===== src/rtl/link_reply_pkg.sv =====
// Constants, encodings and state types for the link service reply framer
// Overview of operation
// - Accept on completion, reject on refusal
// - Accept payload first word top byte 02h
// - No reply to hello or link state frames
// - Swap request source and destination identifiers
// - Reject payload: 01000000h, reserved, reason, explanation, vendor
// - Reason 01h unknown, 0Bh unsupported command
// - Reason 02h for unsupported revision level
// - Reason 03h for logical error
// - Reason 04h for payload size mismatch
// - Reason 05h when recipient busy
// - Reason 07h for protocol violation
// - Reason 09h when otherwise unable
// - Reason 0Ch in invalid attachment state
// - Vendor byte meaningful only with reason FFh
// - Explanation 00h none, 01h class F, 03h class N
// - Explanation 19h command already in progress
// - Explanation 2Dh link parameters not established
// - Explanations 30h-3Fh form the security group
// - Explanations 40h-4Fh form the zoning group
// - Explanation 50h cannot verify connection
// - Explanation 59h, 5Ah, 5Bh for transaction faults
// - Routing control 02h requests, 03h replies
// - Frame type 22h on every service frame
package link_reply_pkg;

  // ****************************************************************
  // Frame header constants
  // ****************************************************************
  localparam logic [7:0]  RCTL_REQUEST      = 8'h02;   // Routing control, request
  localparam logic [7:0]  RCTL_REPLY        = 8'h03;   // Routing control, reply
  localparam logic [7:0]  FRAME_TYPE_SWITCH = 8'h22;   // Fabric switch services type
  localparam logic [7:0]  CS_CTL_VALUE      = 8'h00;   // Class control byte
  localparam logic [7:0]  RESERVED_BYTE     = 8'h00;   // Reserved bytes sent as zero

  // ****************************************************************
  // Command words
  // ****************************************************************
  localparam logic [7:0]  ACC_CMD_BYTE      = 8'h02;         // Accept top byte
  localparam logic [31:0] RJT_WORD          = 32'h0100_0000; // Reject first word
  localparam logic [31:0] CMD_HELLO         = 32'h1400_0000; // hello_request
  localparam logic [31:0] CMD_LS_UPDATE     = 32'h1500_0000; // link_state_update_req
  localparam logic [31:0] CMD_LS_ACK        = 32'h1600_0000; // link_state_ack_req

  // ****************************************************************
  // Reason codes
  // ****************************************************************
  localparam logic [7:0]  RSN_UNKNOWN_CMD   = 8'h01;
  localparam logic [7:0]  RSN_BAD_REVISION  = 8'h02;
  localparam logic [7:0]  RSN_LOGICAL       = 8'h03;
  localparam logic [7:0]  RSN_BAD_SIZE      = 8'h04;
  localparam logic [7:0]  RSN_BUSY          = 8'h05;
  localparam logic [7:0]  RSN_PROTOCOL      = 8'h07;
  localparam logic [7:0]  RSN_UNABLE        = 8'h09;
  localparam logic [7:0]  RSN_UNSUPPORTED   = 8'h0B;
  localparam logic [7:0]  RSN_INVALID_ATT   = 8'h0C;
  localparam logic [7:0]  RSN_VENDOR        = 8'hFF;

  // ****************************************************************
  // Reason code explanations
  // ****************************************************************
  localparam logic [7:0]  EXP_NONE          = 8'h00;
  localparam logic [7:0]  EXP_CLASS_F       = 8'h01;
  localparam logic [7:0]  EXP_CLASS_N       = 8'h03;
  localparam logic [7:0]  EXP_IN_PROGRESS   = 8'h19;
  localparam logic [7:0]  EXP_LINK_NOT_UP   = 8'h2D;
  localparam logic [3:0]  EXP_SECURITY_HI   = 4'h3;    // Security group 30h-3Fh
  localparam logic [3:0]  EXP_ZONING_HI     = 4'h4;    // Zoning group 40h-4Fh
  localparam logic [7:0]  EXP_NO_VERIFY     = 8'h50;
  localparam logic [7:0]  EXP_NO_TXN        = 8'h59;
  localparam logic [7:0]  EXP_BAD_PHASE     = 8'h5A;
  localparam logic [7:0]  EXP_ADV_PHASE     = 8'h5B;

  // ****************************************************************
  // Buffer geometry and reset values
  // ****************************************************************
  localparam int          WORD_W            = 32;      // Stream word width
  localparam int          BUF_DEPTH         = 2;       // Output buffer entries
  localparam logic [1:0]  BUF_COUNT_RESET   = 2'h0;

  // Refusal causes given by the request checker
  typedef enum logic [3:0] {
    CAUSE_UNKNOWN_CMD, CAUSE_UNSUPPORTED, CAUSE_BAD_REVISION, CAUSE_LOGICAL,
    CAUSE_BAD_SIZE, CAUSE_BUSY, CAUSE_PROTOCOL, CAUSE_UNABLE, CAUSE_VENDOR
  } rej_cause_t;

  // Explanation causes; group causes take a low nibble from the detail input
  typedef enum logic [3:0] {
    EXPL_NONE, EXPL_CLASS_F, EXPL_CLASS_N, EXPL_IN_PROGRESS, EXPL_LINK_NOT_UP,
    EXPL_SECURITY, EXPL_ZONING, EXPL_NO_VERIFY, EXPL_NO_TXN, EXPL_BAD_PHASE,
    EXPL_ADV_PHASE
  } expl_cause_t;

  // Framer states: idle, then one per emitted word
  typedef enum logic [2:0] {
    S_IDLE, S_HDR0, S_HDR1, S_HDR2, S_PAY0, S_PAY1
  } frame_state_t;

endpackage


===== src/rtl/link_reply_framer.sv =====
// Reply framer building accept and reject frames for switch service requests
`timescale 1ns/100ps
`default_nettype none
module link_reply_framer (
  input  wire logic                         clk,
  input  wire logic                         rst_n,
  input  wire logic                         req_valid,
  output logic                              req_ready,
  input  wire logic [31:0]                  req_cmd,
  input  wire logic [23:0]                  req_sid,
  input  wire logic [23:0]                  req_did,
  input  wire logic                         req_accept,
  input  wire logic [23:0]                  acc_param,
  input  wire link_reply_pkg::rej_cause_t   rej_cause,
  input  wire link_reply_pkg::expl_cause_t  expl_cause,
  input  wire logic [3:0]                   expl_detail,
  input  wire logic [7:0]                   vendor_code,
  input  wire logic                         port_invalid_attach,
  output logic                              out_valid,
  input  wire logic                         out_ready,
  output logic [31:0]                       out_data,
  output logic                              out_last,
  output logic                              no_reply
);
  import link_reply_pkg::*;

  // ****************************************************************
  // Encoding functions
  // ****************************************************************

  // Reason code from the refusal cause; invalid attachment overrides all
  function automatic logic [7:0] reason_encode(input rej_cause_t c, input logic att);
    logic [7:0] r;
    r = RSN_UNABLE;
    if (att) begin
      r = RSN_INVALID_ATT;
    end else begin
      case (c)
        CAUSE_UNKNOWN_CMD:  r = RSN_UNKNOWN_CMD;
        CAUSE_UNSUPPORTED:  r = RSN_UNSUPPORTED;
        CAUSE_BAD_REVISION: r = RSN_BAD_REVISION;
        CAUSE_LOGICAL:      r = RSN_LOGICAL;
        CAUSE_BAD_SIZE:     r = RSN_BAD_SIZE;
        CAUSE_BUSY:         r = RSN_BUSY;
        CAUSE_PROTOCOL:     r = RSN_PROTOCOL;
        CAUSE_VENDOR:       r = RSN_VENDOR;
        default:            r = RSN_UNABLE;
      endcase
    end
    return r;
  endfunction

  // Explanation byte; unknown causes fall back to no explanation
  function automatic logic [7:0] expl_encode(input expl_cause_t c, input logic [3:0] d);
    logic [7:0] e;
    e = EXP_NONE;
    case (c)
      EXPL_CLASS_F:     e = EXP_CLASS_F;
      EXPL_CLASS_N:     e = EXP_CLASS_N;
      EXPL_IN_PROGRESS: e = EXP_IN_PROGRESS;
      EXPL_LINK_NOT_UP: e = EXP_LINK_NOT_UP;
      EXPL_SECURITY:    e = {EXP_SECURITY_HI, d};
      EXPL_ZONING:      e = {EXP_ZONING_HI, d};
      EXPL_NO_VERIFY:   e = EXP_NO_VERIFY;
      EXPL_NO_TXN:      e = EXP_NO_TXN;
      EXPL_BAD_PHASE:   e = EXP_BAD_PHASE;
      EXPL_ADV_PHASE:   e = EXP_ADV_PHASE;
      default:          e = EXP_NONE;
    endcase
    return e;
  endfunction

  // ****************************************************************
  // Declarations
  // ****************************************************************
  frame_state_t     state;          // Framer state
  frame_state_t     next_state;
  logic [23:0]      cap_sid;        // Request source identifier
  logic [23:0]      next_cap_sid;
  logic [23:0]      cap_did;        // Request destination identifier
  logic [23:0]      next_cap_did;
  logic             cap_accept;     // Reply kind, high for accept
  logic             next_cap_accept;
  logic [23:0]      cap_param;      // Accept first word low bytes
  logic [23:0]      next_cap_param;
  logic [7:0]       cap_reason;     // Encoded reason code
  logic [7:0]       next_cap_reason;
  logic [7:0]       cap_expl;       // Encoded explanation
  logic [7:0]       next_cap_expl;
  logic [7:0]       cap_vendor;     // Vendor byte, zero unless vendor error
  logic [7:0]       next_cap_vendor;
  logic             next_no_reply;
  logic             silent_cmd;     // Request that never gets a reply
  logic             take;           // Request taken this cycle
  logic             push;           // Word written into buffer
  logic [31:0]      push_data;
  logic             push_last;
  logic             buf_in_ready;   // Buffer has a free entry
  logic [32:0]      buf_mem [0:BUF_DEPTH-1];  // Entries: last flag and word
  logic [32:0]      next_buf_mem [0:BUF_DEPTH-1];
  logic             wr_ptr;
  logic             next_wr_ptr;
  logic             rd_ptr;
  logic             next_rd_ptr;
  logic [1:0]       buf_count;
  logic [1:0]       next_buf_count;
  logic             pop;

  // ****************************************************************
  // Request intake and framer
  // ****************************************************************

  // Hello and link state frames are consumed without any reply
  assign silent_cmd = (req_cmd == CMD_HELLO) || (req_cmd == CMD_LS_UPDATE) ||
                      (req_cmd == CMD_LS_ACK);
  assign req_ready  = (state == S_IDLE);
  assign take       = req_valid && req_ready;
  assign push       = (state != S_IDLE) && buf_in_ready;

  // Word selection per state
  always_comb begin
    push_data = 32'h0000_0000;
    push_last = 1'b0;
    case (state)
      S_HDR0: push_data = {RCTL_REPLY, cap_sid};
      S_HDR1: push_data = {CS_CTL_VALUE, cap_did};
      S_HDR2: push_data = {FRAME_TYPE_SWITCH, 24'h00_0000};
      S_PAY0: begin
        if (cap_accept) begin
          push_data = {ACC_CMD_BYTE, cap_param};
          push_last = 1'b1;
        end else begin
          push_data = RJT_WORD;
        end
      end
      S_PAY1: begin
        push_data = {RESERVED_BYTE, cap_reason, cap_expl, cap_vendor};
        push_last = 1'b1;
      end
      default: push_data = 32'h0000_0000;
    endcase
  end

  // Next state and captured request fields
  always_comb begin
    next_state      = state;
    next_cap_sid    = cap_sid;
    next_cap_did    = cap_did;
    next_cap_accept = cap_accept;
    next_cap_param  = cap_param;
    next_cap_reason = cap_reason;
    next_cap_expl   = cap_expl;
    next_cap_vendor = cap_vendor;
    next_no_reply   = 1'b0;
    case (state)
      S_IDLE: begin
        if (take && silent_cmd) begin
          next_no_reply = 1'b1;
        end else if (take) begin
          next_state      = S_HDR0;
          next_cap_sid    = req_sid;
          next_cap_did    = req_did;
          next_cap_accept = req_accept && !port_invalid_attach;
          next_cap_param  = acc_param;
          next_cap_reason = reason_encode(rej_cause, port_invalid_attach);
          next_cap_expl   = expl_encode(expl_cause, expl_detail);
          next_cap_vendor = (!port_invalid_attach && rej_cause == CAUSE_VENDOR) ?
                            vendor_code : RESERVED_BYTE;
        end
      end
      S_HDR0: if (push) next_state = S_HDR1;
      S_HDR1: if (push) next_state = S_HDR2;
      S_HDR2: if (push) next_state = S_PAY0;
      S_PAY0: if (push) next_state = cap_accept ? S_IDLE : S_PAY1;
      S_PAY1: if (push) next_state = S_IDLE;
      default: next_state = S_IDLE;
    endcase
  end

  // Framer registers
  always_ff @(posedge clk or negedge rst_n) begin
    if (!rst_n) begin
      state      <= S_IDLE;
      cap_sid    <= 24'h00_0000;
      cap_did    <= 24'h00_0000;
      cap_accept <= 1'b0;
      cap_param  <= 24'h00_0000;
      cap_reason <= 8'h00;
      cap_expl   <= 8'h00;
      cap_vendor <= 8'h00;
      no_reply   <= 1'b0;
    end else begin
      state      <= next_state;
      cap_sid    <= next_cap_sid;
      cap_did    <= next_cap_did;
      cap_accept <= next_cap_accept;
      cap_param  <= next_cap_param;
      cap_reason <= next_cap_reason;
      cap_expl   <= next_cap_expl;
      cap_vendor <= next_cap_vendor;
      no_reply   <= next_no_reply;
    end
  end

  // ****************************************************************
  // Two-entry output buffer
  // ****************************************************************
  assign buf_in_ready = (buf_count != 2'(BUF_DEPTH));
  assign out_valid    = (buf_count != 2'h0);
  assign pop          = out_valid && out_ready;
  assign out_data     = buf_mem[rd_ptr][31:0];
  assign out_last     = buf_mem[rd_ptr][32];

  // Pointer, count and entry updates
  always_comb begin
    next_buf_mem = buf_mem;
    next_wr_ptr  = wr_ptr;
    next_rd_ptr  = rd_ptr;
    next_buf_count = buf_count;
    if (push) begin
      next_buf_mem[wr_ptr] = {push_last, push_data};
      next_wr_ptr          = ~wr_ptr;
    end
    if (pop) begin
      next_rd_ptr = ~rd_ptr;
    end
    if (push && !pop) begin
      next_buf_count = buf_count + 2'h1;
    end else if (pop && !push) begin
      next_buf_count = buf_count - 2'h1;
    end
  end

  // Buffer registers
  always_ff @(posedge clk or negedge rst_n) begin
    if (!rst_n) begin
      buf_mem[0] <= 33'h0_0000_0000;
      buf_mem[1] <= 33'h0_0000_0000;
      wr_ptr     <= 1'b0;
      rd_ptr     <= 1'b0;
      buf_count  <= BUF_COUNT_RESET;
    end else begin
      buf_mem    <= next_buf_mem;
      wr_ptr     <= next_wr_ptr;
      rd_ptr     <= next_rd_ptr;
      buf_count  <= next_buf_count;
    end
  end
endmodule
`default_nettype wire


===== config.mk =====
export PLATFORM = sky130hd
export DESIGN_NAME = link_reply_framer
export DESIGN_NICKNAME = d
export VERILOG_FILES = /design/src/rtl/link_reply_pkg.sv /design/src/rtl/link_reply_framer.sv
export SDC_FILE = /design/constraint.sdc
export NUM_CORES = 1
export LEC_CHECK = 0
export ABC_AREA = 1
export BUFFER_PORTS_ARGS = -buffer_cell sky130_fd_sc_hd__buf_2
export CAP_MARGIN = 20
export CORE_MARGIN = 2
export CORE_UTILIZATION = 59
export DETAILED_ROUTE_END_ITERATION = 8
export GPL_ROUTABILITY_DRIVEN = 1
export GPL_TIMING_DRIVEN = 0
export PLACE_DENSITY = 0.83
export SETUP_SLACK_MARGIN = 0.5
export SYNTH_ARGS = -nofsm -noshare
export SYNTH_HDL_FRONTEND = slang
export SYNTH_SLANG_ARGS = --single-unit

===== constraint.sdc =====
create_clock -name clk -period 4.02 [get_ports clk]
set_input_delay 0.603 -clock clk [delete_from_list [all_inputs] [get_ports clk]]
set_output_delay 0.603 -clock clk [all_outputs]
set_load 0.02 [all_outputs]

==> results.toml, run 1 <==
[clocking]
ctsResizeCount = 0
hold_buffers = 0
cts_made_buffers = 17
cts_root_buf = "clkbuf_16"
clock_sinks = 157
clockBufferDepth = 2
cts_tree = "built"
htreeDepth = 4
post_cts_buffers = 0
clk_pin_slew_ns = 0.06
clk_latency_ns = 0.43

[sta]
fin_crit_sh = 0.623
worst_pin_slew_ns = 0.850
tns_ns = 0
finalHoldViolCount = 0
whs_ns = 0.156
setup_violations = 0
slew_violations = 0
period_minus_slack_ns = 2.50
slew_headroom = 0.428
fin_worst_skew_ns = 0.00580
rsz0062_at_grt = "false"
maxClockFrequency_mhz = 400

[layout]
drive_gt1_frac = 0.214
fin_cells = 1345
finalNetCount = 1294
num_antenna_cells = 0
syn_to_final_growth_pct = 21.2
fillers = 1000

[worst_setup_path]
worstPathCellList = "clkbuf_1 > clkbuf_1 > nand2_1 > nand2_1 > buf_2"
cp_slowest_cell = "dfrtp_1"
crit_fanout = 10
crit_required_ns = 3.42
critical_path_class = "register to primary output"
critPathCaptureType = "primary output"
startpoint_type = "register"
arrival_ns = 1.90
critical-path-max-stage-delay_ns = 0.40

[worst_hold_path]
hp-class = "input port to asynchronous set/reset pin"

[synthesis]
synth_top_cells_by_area = "dfrtp_1, nand2_1, nand3_1"
synth_edf_count = 0
synth.distinct_cells = 32
ys_seq_elements = 157
yosysTopAreaCellShare = 0.518
yosysTopAreaCell = "dfrtp_1"
yosys-top-cells-count = "nand2_1, dfrtp_1, nand3_1, o21ai_0, inv_1"
synth-main-ff-cell = "dfrtp_1"
synth_most_common_cell = "nand2_1"
synthCells = 978
avgSynthCellArea_um2 = 7.76
ys_warn_count = 0
async_flop_share = 1.00
ys_seq_area_frac = 0.518
synthesis.area_um2 = 7580

[floorplan]
die_x_um = 117
start_util = 0.603
rows = 41
die_h_um = 117
pin_count = 166
design.core.area_um2 = 12600
die-area_um2 = 13800

[routing]
wire_per_inst_um = 15.6
viasPerCell = 5.43
postRouteAntennaNets = 0
drc = 0
drt_iter0_drc = 762
via_count = 7298
wl_um = 21000
drtPass1Iterations = 6

[power_and_ir_drop]
power_density_nw_per_um2 = 758
peakVddDrop_v = 0.000360
p_leak_nw = 4.88

[grt]
grt_use_total = 0.319
grt-ovfl-total = 0
grt_max_degree = 91
grt_pass1_vias = 6949
grt_pass1_wl_um = 34500
antenna_found_initial = 0

[status]
status = "completed"

[place]
dp_hpwl_um = 15100
dpl.cell_count = 1315
numPortBuffers = 160
gp_congestion = 0.907

[run]
max_cap_violations = 0
==> worst paths after layout <==
kind	cells past startpoint	slack [ns]	from	endpoint
worst min register to register	2	0.48	buf_mem[29]$_DFFE_PN0P_	buf_mem[29]$_DFFE_PN0P_
worst min-delay path	1	0.16	rst_n	buf_mem[44]$_DFFE_PN0P_
min in group clk	3	0.39	req_sid[12]	cap_sid[12]$_DFFE_PN0P_
max in group asynchronous	2	3.01	rst_n	cap_reason[1]$_DFFE_PN0P_
worst max-delay path	5	1.52	rd_ptr$_DFFE_PN0P_	out_data[23]
worst max register to register	8	2.07	state[2]$_DFFE_PN0P_	buf_mem[40]$_DFFE_PN0P_
==> kinds of logic (layout without fill, tap and decap cells) <==
family | after synthesis | count (layout) | synth area share
AND/OR/NAND/NOR | 616 | 616 | 0.340
flip-flops | 157 | 157 | 0.518
buffers and inverters | 101 | 292 | 0.0668
AO/OA/AOI/OAI | 98 | 98 | 0.0675
XOR/XNOR | 3 | 3 | 0.00346
adder cells (fa/ha/maj) | 2 | 2 | 0.00330
other | 1 | 5 | 0.000494
==> final cells by class <==
type / count / area (um^2) / area share
Inverter: 41 / 159 / 0.0173
Tap cell: 172 / 215 / 0.0234
Timing Repair Buffer: 161 / 835 / 0.0908
Multi-Input combinational cell: 724 / 3160 / 0.344
Buffer: 60 / 348 / 0.0378
Sequential cell: 157 / 3930 / 0.427
Clock inverter: 8 / 67.6 / 0.00735
Clock buffer: 22 / 474 / 0.0516
==> metal layers <==
metal / track usage / up-vias / share of wire / routed length (um)
met3: 0.0730 / 67 / 0.084 / 1770
met4: 0.141 / 0 / 0.036 / 757
met5: 0 / - / 0 / 0
met1: 0.431 / 3375 / 0.42 / 8810
met2: 0.496 / 369 / 0.46 / 9640
li1: - / 3487 / - / -
==> layout by cell type (no fill, tap or decap), drive strengths merged, types with 2 or more instances in the layout <==
master,count
ha,2
clkinv,7
a21oi,10
o21ai,85
nor3,3
nor2,38
inv,40
nand2,447
conb,5
nand4,21
xor2,2
nand3,105
a211oi,2
buf,206
dfrtp,157
clkbuf,37
==> metrics by stage <==
step / utilization / power [mW] / instance area [um^2] / setup slack, ns
detailed placement: 0.688 / 5.41 / 8650 / 1.77
CTS: 0.731 / 6.92 / 9190 / 1.50
global route: 0.731 / 7.42 / 9190 / 1.33
finish: 0.731 / 6.97 / 9190 / 1.52
global placement: 0.686 / 5.32 / 8620 / 0.0954
floorplan: - / 4.52 / 7600 / 2.31
==> flip-flops by register name, summed over array words and instances (netlist names) <==
signal	cells
buf_count	2
buf_mem	56
cap_accept	1
cap_did	24
cap_expl	7
cap_param	24
cap_reason	5
cap_sid	24
cap_vendor	8
no_reply	1
rd_ptr	1
state	3
wr_ptr	1
==> where the power goes <==
| group | internal [mW] | switching [mW] |
|---|---|---|
| Sequential | 2.23 | 0.386 |
| Clock | 0.886 | 0.615 |
| Combinational | 0.945 | 1.91 |
| Total | 4.06 | 2.91 |
==> worst max-delay path: cells and delay by family, from the launching register on <==
family / cells / cell delay [ns]
and+or+nand+nor: 2 / 0.18
buffers and inverters: 3 / 0.91
DFF: 1 / 0.40
(Power assumes the default switching activity.)
==> run 2: changes to the inputs <==
Settings changed: ABC_AREA 1 to 0, CORE_UTILIZATION 59 to 55, PLACE_DENSITY 0.83 to 0.77.
Clock period 4.02 ns to 2.6 ns, I/O delays scaled along.
==> run 2 against run 1 <==
The run now ends with hold timing left; hold slack worse by 0.16 ns; wire length is 4.5% lower; clock skew is 0.00064 ns lower; via count is 18% lower; critical path type is now register to register.
==> results.toml, run 2 <==
[status]
status = "finished with violations"
violations = "hold timing"

[synthesis]
ys_seq_area_frac = 0.505
synth_top_cells_by_area = "dfrtp_1, mux2_2, mux2_4"
synth_most_common_cell = "dfrtp_1"
yosysTopAreaCell = "dfrtp_1"
synth-main-ff-cell = "dfrtp_1"
ys_seq_elements = 157
synthesis.area_um2 = 7780
avgSynthCellArea_um2 = 11.4
async_flop_share = 1.00
synthCells = 680
yosys-top-cells-count = "dfrtp_1, o21ai_0, mux2_2, nand2_1, mux2_4"
ys_warn_count = 0
synth.distinct_cells = 46
yosysTopAreaCellShare = 0.505
synth_edf_count = 0

[worst_setup_path]
r2r_start = "state[1]$_DFFE_PN0P_"
crit_required_ns = 2.97
startpoint_type = "register"
critical_path_buf_inv_count = 2
critical-path-max-stage-delay_ns = 0.66
crit_fanout = 10
arrival_ns = 2.45
critical_path_class = "register to register"
crit_family = "simple AND/OR/NAND/NOR gates"
worstPathCellList = "buf_6 > inv_2 > ha_4 > or4b_2 > a21oi_4 > mux2_2"
cp_slowest_cell = "or4b_2"
reg2reg_depth = 6
critPathCaptureType = "register"
r2r_setup_slack_ns = 0.52
r2r-end = "buf_mem[24]$_DFFE_PN0P_"

[layout]
multi_input_area_um2 = 3520
layout_commonest_cell = "buf_2"
utilization = 0.687
fin_area_um2 = 9500
syn_to_final_growth_pct = 22.1
drive_gt1_frac = 0.397
regArea_um2 = 3930
layout_common_cells = "buf_2, dfrtp_1, o21ai_0"
regMostFlops = "buf_mem"
largest_reg_flops = 56
fin_cells = 1051
fillers = 1011
num_antenna_cells = 0
finalNetCount = 993

[floorplan]
design.core.area_um2 = 13800
rows = 43
pin_count = 166
die_h_um = 123
start_util = 0.563
die_x_um = 123
die-area_um2 = 15100

[clocking]
cts_tree = "built"
clock_sinks = 157
cts_root_buf = "clkbuf_16"
htreeDepth = 4
post_cts_buffers = 0
hold_buffers = 0
cts_made_buffers = 17
clk_pin_slew_ns = 0.06
clockBufferDepth = 2
clk_latency_ns = 0.43

[routing]
postRouteAntennaNets = 0
drc = 0
viasPerCell = 5.71
drt_iter0_drc = 589
via_count = 5996
drtPass1Iterations = 5
wire_per_inst_um = 19.1
wl_met2_um = 9860
wl_um = 20000
wirelength_met1_um = 8500
top_layer = "met4"
met3_length_um = 1110

[power_and_ir_drop]
power_density_nw_per_um2 = 1250
p_leak_nw = 4.55
p_total_mw = 11.9
peakVddDrop_v = 0.000587

[grt]
grt_pass1_vias = 6025
antenna_found_initial = 0
grt_use_total = 0.277
grt_pass1_wl_um = 31300
grt_max_degree = 83
grt-ovfl-total = 0

[place]
gp_congestion = 0.860
place_area_um2 = 8840
dpl.cell_count = 1022
numPortBuffers = 157
dp_hpwl_um = 14500

[sta]
setup_violations = 0
maxClockFrequency_mhz = 481
finalHoldViolCount = 2
period_minus_slack_ns = 2.08
whs_ns = -0.00309
slew_violations = 0
worst_pin_slew_ns = 0.759
fin_crit_sh = 0.799
slew_headroom = 0.494
fin_worst_skew_ns = 0.00516
rsz0062_at_grt = "false"
tns_ns = 0

[worst_hold_path]
hp-class = "input port to asynchronous set/reset pin"

[run]
max_cap_violations = 0
-- run 2: report_power, final --
part | switching [mW] | leakage, nW | internal (mW)
logic | 2.88 | 2.29 | 2.39
clock network | 0.959 | 0.294 | 1.59
registers | 0.599 | 1.97 | 3.47
total | 4.44 | 4.55 | 7.45
-- run 2: worst max path at each step --
stage,start,end,depth (start not counted)
2_1_floorplan,state[1]$_DFFE_PN0P_,buf_mem[24]$_DFFE_PN0P_,6
5_1_grt,rd_ptr$_DFFE_PN0P_,out_data[23],3
6_report,state[1]$_DFFE_PN0P_,buf_mem[24]$_DFFE_PN0P_,6
4_1_cts,rd_ptr$_DFFE_PN0P_,out_data[12],4
3_3_place_gp,rst_n,buf_mem[6]$_DFFE_PN0P_,1
3_5_place_dp,state[1]$_DFFE_PN0P_,buf_mem[24]$_DFFE_PN0P_,6
-- run 2: area by class of cell --
cell class,instances,area share
tap,180,0.0237
clock buffer,22,0.0510
multi-input combinational,454,0.371
buffer,57,0.0361
timing repair buffer,158,0.0863
sequential,157,0.414
clock inverter,7,0.0119
inverter,16,0.00632
-- run 2: stage by stage --
step	setup WS [ns]	hold slack (ns)
2_1_floorplan	0.626	0.0944
3_3_place_gp	-1.02	0.455
3_5_place_dp	0.267	0.467
4_1_cts	0.512	0.0347
5_1_grt	0.504	0.0634
6_report	0.522	-0.00309
-- run 2: what timing repair did --
item | CTS | global route
endpoints found under the setup margin | 50 | 20
pin swaps | 0 | 0
gates resized for setup | 12 | 11
gates cloned | 0 | 0
-- run 2: logic make-up after synthesis --
family,count (synthesis),synth area share
mux,150,0.235
buf+inv,73,0.0473
flops,157,0.505
xor+xnor,6,0.00676
simple gates,142,0.0898
compound gates,148,0.111
other cells,1,0.000482
fa+ha+maj,3,0.00450
-- run 2: per-layer routing --
layer | global-route usage | up-vias
met5 | 0 | -
met2 | 0.445 | 212
met4 | 0.117 | 0
li1 | - | 2757
met3 | 0.0544 | 38
met1 | 0.369 | 2989
==> run 3: changes to the inputs <==
Settings changed: ABC_AREA 0 to 1, CORE_UTILIZATION 55 to 49, PLACE_DENSITY 0.77 to 0.73.
Clock period 2.6 ns to 1.9 ns, I/O delays scaled along.
==> run 3 against run 2 <==
The flow finishes with violations (setup timing); combinational power rose to 2.9 times the previous value; critical path depth rose by 4; utilization rose by 20 points; clock skew rose by 0.0060 ns; largest cell class is now multi-input combinational cells; count of clock-buffer cells in the layout fell by 1; clock power rose by 38%; sequential cell count did not move; sequential share of layout area fell by 12 points; register-to-register slack got worse by 0.70 ns; first-iteration DRC count rose by 120%; global-route usage rose by 9.1 points; die area rose by 9.1%; critical path type unchanged.
==> results.toml, run 3 (synthesis results as in run 1) <==
[routing]
drt_iter0_drc = 1310
drc = 0
viasPerCell = 6.49
wl_um = 40100
postRouteAntennaNets = 0
via_count = 9695
wire_per_inst_um = 26.8
drtPass1Iterations = 9

[clocking]
cts_made_buffers = 17
cts_tree = "built"
clock_sinks = 157
htreeDepth = 4
clk_pin_slew_ns = 0.07
clockBufferDepth = 2
clk_latency_ns = 0.46
cts_root_buf = "clkbuf_16"

[power_and_ir_drop]
power_density_nw_per_um2 = 1870
p_leak_nw = 6.70
p_total_mw = 25.1
peakVddDrop_v = 0.000929

[sta]
finalHoldViolCount = 0
maxClockFrequency_mhz = 482
worst_pin_slew_ns = 0.874
setup_violations = 75
setup_ws_ns = -0.174
rsz0062_at_grt = "true"
slew_violations = 0
tns_ns = -2.74
period_minus_slack_ns = 2.07
fin_crit_sh = 1.09
slew_headroom = 0.413
whs_ns = 0.0565
fin_worst_skew_ns = 0.0112

[layout]
num_antenna_cells = 0
drive_gt1_frac = 0.573
syn_to_final_growth_pct = 77.2
fin_area_um2 = 13400
utilization = 0.887
fillers = 598
largest_reg_flops = 56
finalNetCount = 1424
layout_commonest_cell = "nand2_1"
regMostFlops = "buf_mem"
layout_common_cells = "nand2_1, nand2_2, dfrtp_1"

[worst_setup_path]
arrival_ns = 2.46
cp_slowest_cell = "dfrtp_2"
critical_path_buf_inv_count = 4
critPathMostFrequentCell = "buf_6"
crit_required_ns = 2.28
critPathCaptureType = "register"
crit_family = "simple AND/OR/NAND/NOR gates"
critical-path-max-stage-delay_ns = 0.44
critical_path_class = "register to register"
r2r_start = "state[0]$_DFFE_PN0P_"
crit_fanout = 5
r2r-end = "buf_mem[3]$_DFFE_PN0P_"
r2r_setup_slack_ns = -0.17
worstPathCellList = "buf_6 > buf_6 > nor2_4 > inv_2 > nor2_4 > buf_6 > nand2_1 > nand4_1 > nand2_2 > o21ai_2"
reg2reg_depth = 10
startpoint_type = "register"

[status]
status = "finished with violations"
violations = "setup timing"

[worst_hold_path]
whs_path_depth = 3
hold_end = "cap_param[3]$_DFFE_PN0P_"
hp-class = "input port to register"
worstHoldStart = "acc_param[3]"

[grt]
grt_pass1_vias = 8661
antenna_found_initial = 0
grt_max_degree = 85
grt_pass1_wl_um = 45500
grt_use_total = 0.368
grt-ovfl-total = 0

[place]
dp_hpwl_um = 15500
place_area_um2 = 8890
numPortBuffers = 160
gp_congestion = 0.867

[floorplan]
rows = 45
die_x_um = 128
die_h_um = 128
pin_count = 166
start_util = 0.501
die-area_um2 = 16500
design.core.area_um2 = 15100

[run]
max_cap_violations = 0
-- run 3: cell type report --
type	instances	area, um^2	share of cell area
multi-input combinational	724	4860	0.361
sequential	157	3930	0.293
timing repair buffer	291	2890	0.215
buffer	60	757	0.0563
clock buffer	21	470	0.0350
tap	188	235	0.0175
inverter	41	181	0.0135
clock inverter	11	116	0.00866
-- run 3: power breakdown --
| group | internal, mW | leakage [nW] | switching [mW] |
|---|---|---|---|
| clock network | 2.03 | 0.285 | 1.49 |
| registers | 4.73 | 2.03 | 1.61 |
| logic | 7.14 | 4.39 | 8.12 |
-- run 3: what timing repair did --
item	CTS	global route
resized for setup	317	411
buffers inserted	67	24
gates cloned	32	6
pin swaps	127	103
endpoints found under the setup margin	185	269
hold buffers	1	0
endpoints found under the hold margin	73	0
-- run 3: worst min-delay path, delay by kind of cell --
kind	cells	cell delay (ns)
and+or+nand+nor	2	0.12
buffers and inverters	1	0.08
-- run 3: metal layers --
layer / share of wire / routed length [um] / global-route usage / vias up
li1: - / - / - / 3784
met1: 0.32 / 12600 / 0.421 / 4544
met2: 0.45 / 18100 / 0.609 / 959
met3: 0.12 / 4750 / 0.0956 / 408
met4: 0.11 / 4560 / 0.248 / 0
met5: 0 / 0 / 0 / -
-- run 3: worst max-delay path by stage --
stage | endpoint | slack, ns | startpoint | cells past startpoint
CTS | out_data[13] | 0.13 | rd_ptr$_DFFE_PN0P_ | 5
global placement | state[1]$_DFFE_PN0P_ | -2.03 | rst_n | 1
finish | buf_mem[3]$_DFFE_PN0P_ | -0.17 | state[0]$_DFFE_PN0P_ | 10
global route | buf_mem[3]$_DFFE_PN0P_ | -0.19 | state[1]$_DFFE_PN0P_ | 10
floorplan | buf_count[1]$_DFFE_PN0P_ | 0.27 | state[1]$_DFFE_PN0P_ | 8
detailed placement | cap_did[17]$_DFFE_PN0P_ | -0.12 | req_cmd[28] | 10
-- run 3: stage by stage --
| step | std cells | setup slack, ns |
|---|---|---|
| 3_5_place_dp | 1331 | -0.118 |
| 6_report | 1493 | -0.174 |
| 2_1_floorplan | 982 | 0.271 |
| 3_3_place_gp | 1330 | -2.03 |
| 4_1_cts | 1463 | 0.131 |
| 5_1_grt | 1493 | -0.190 |
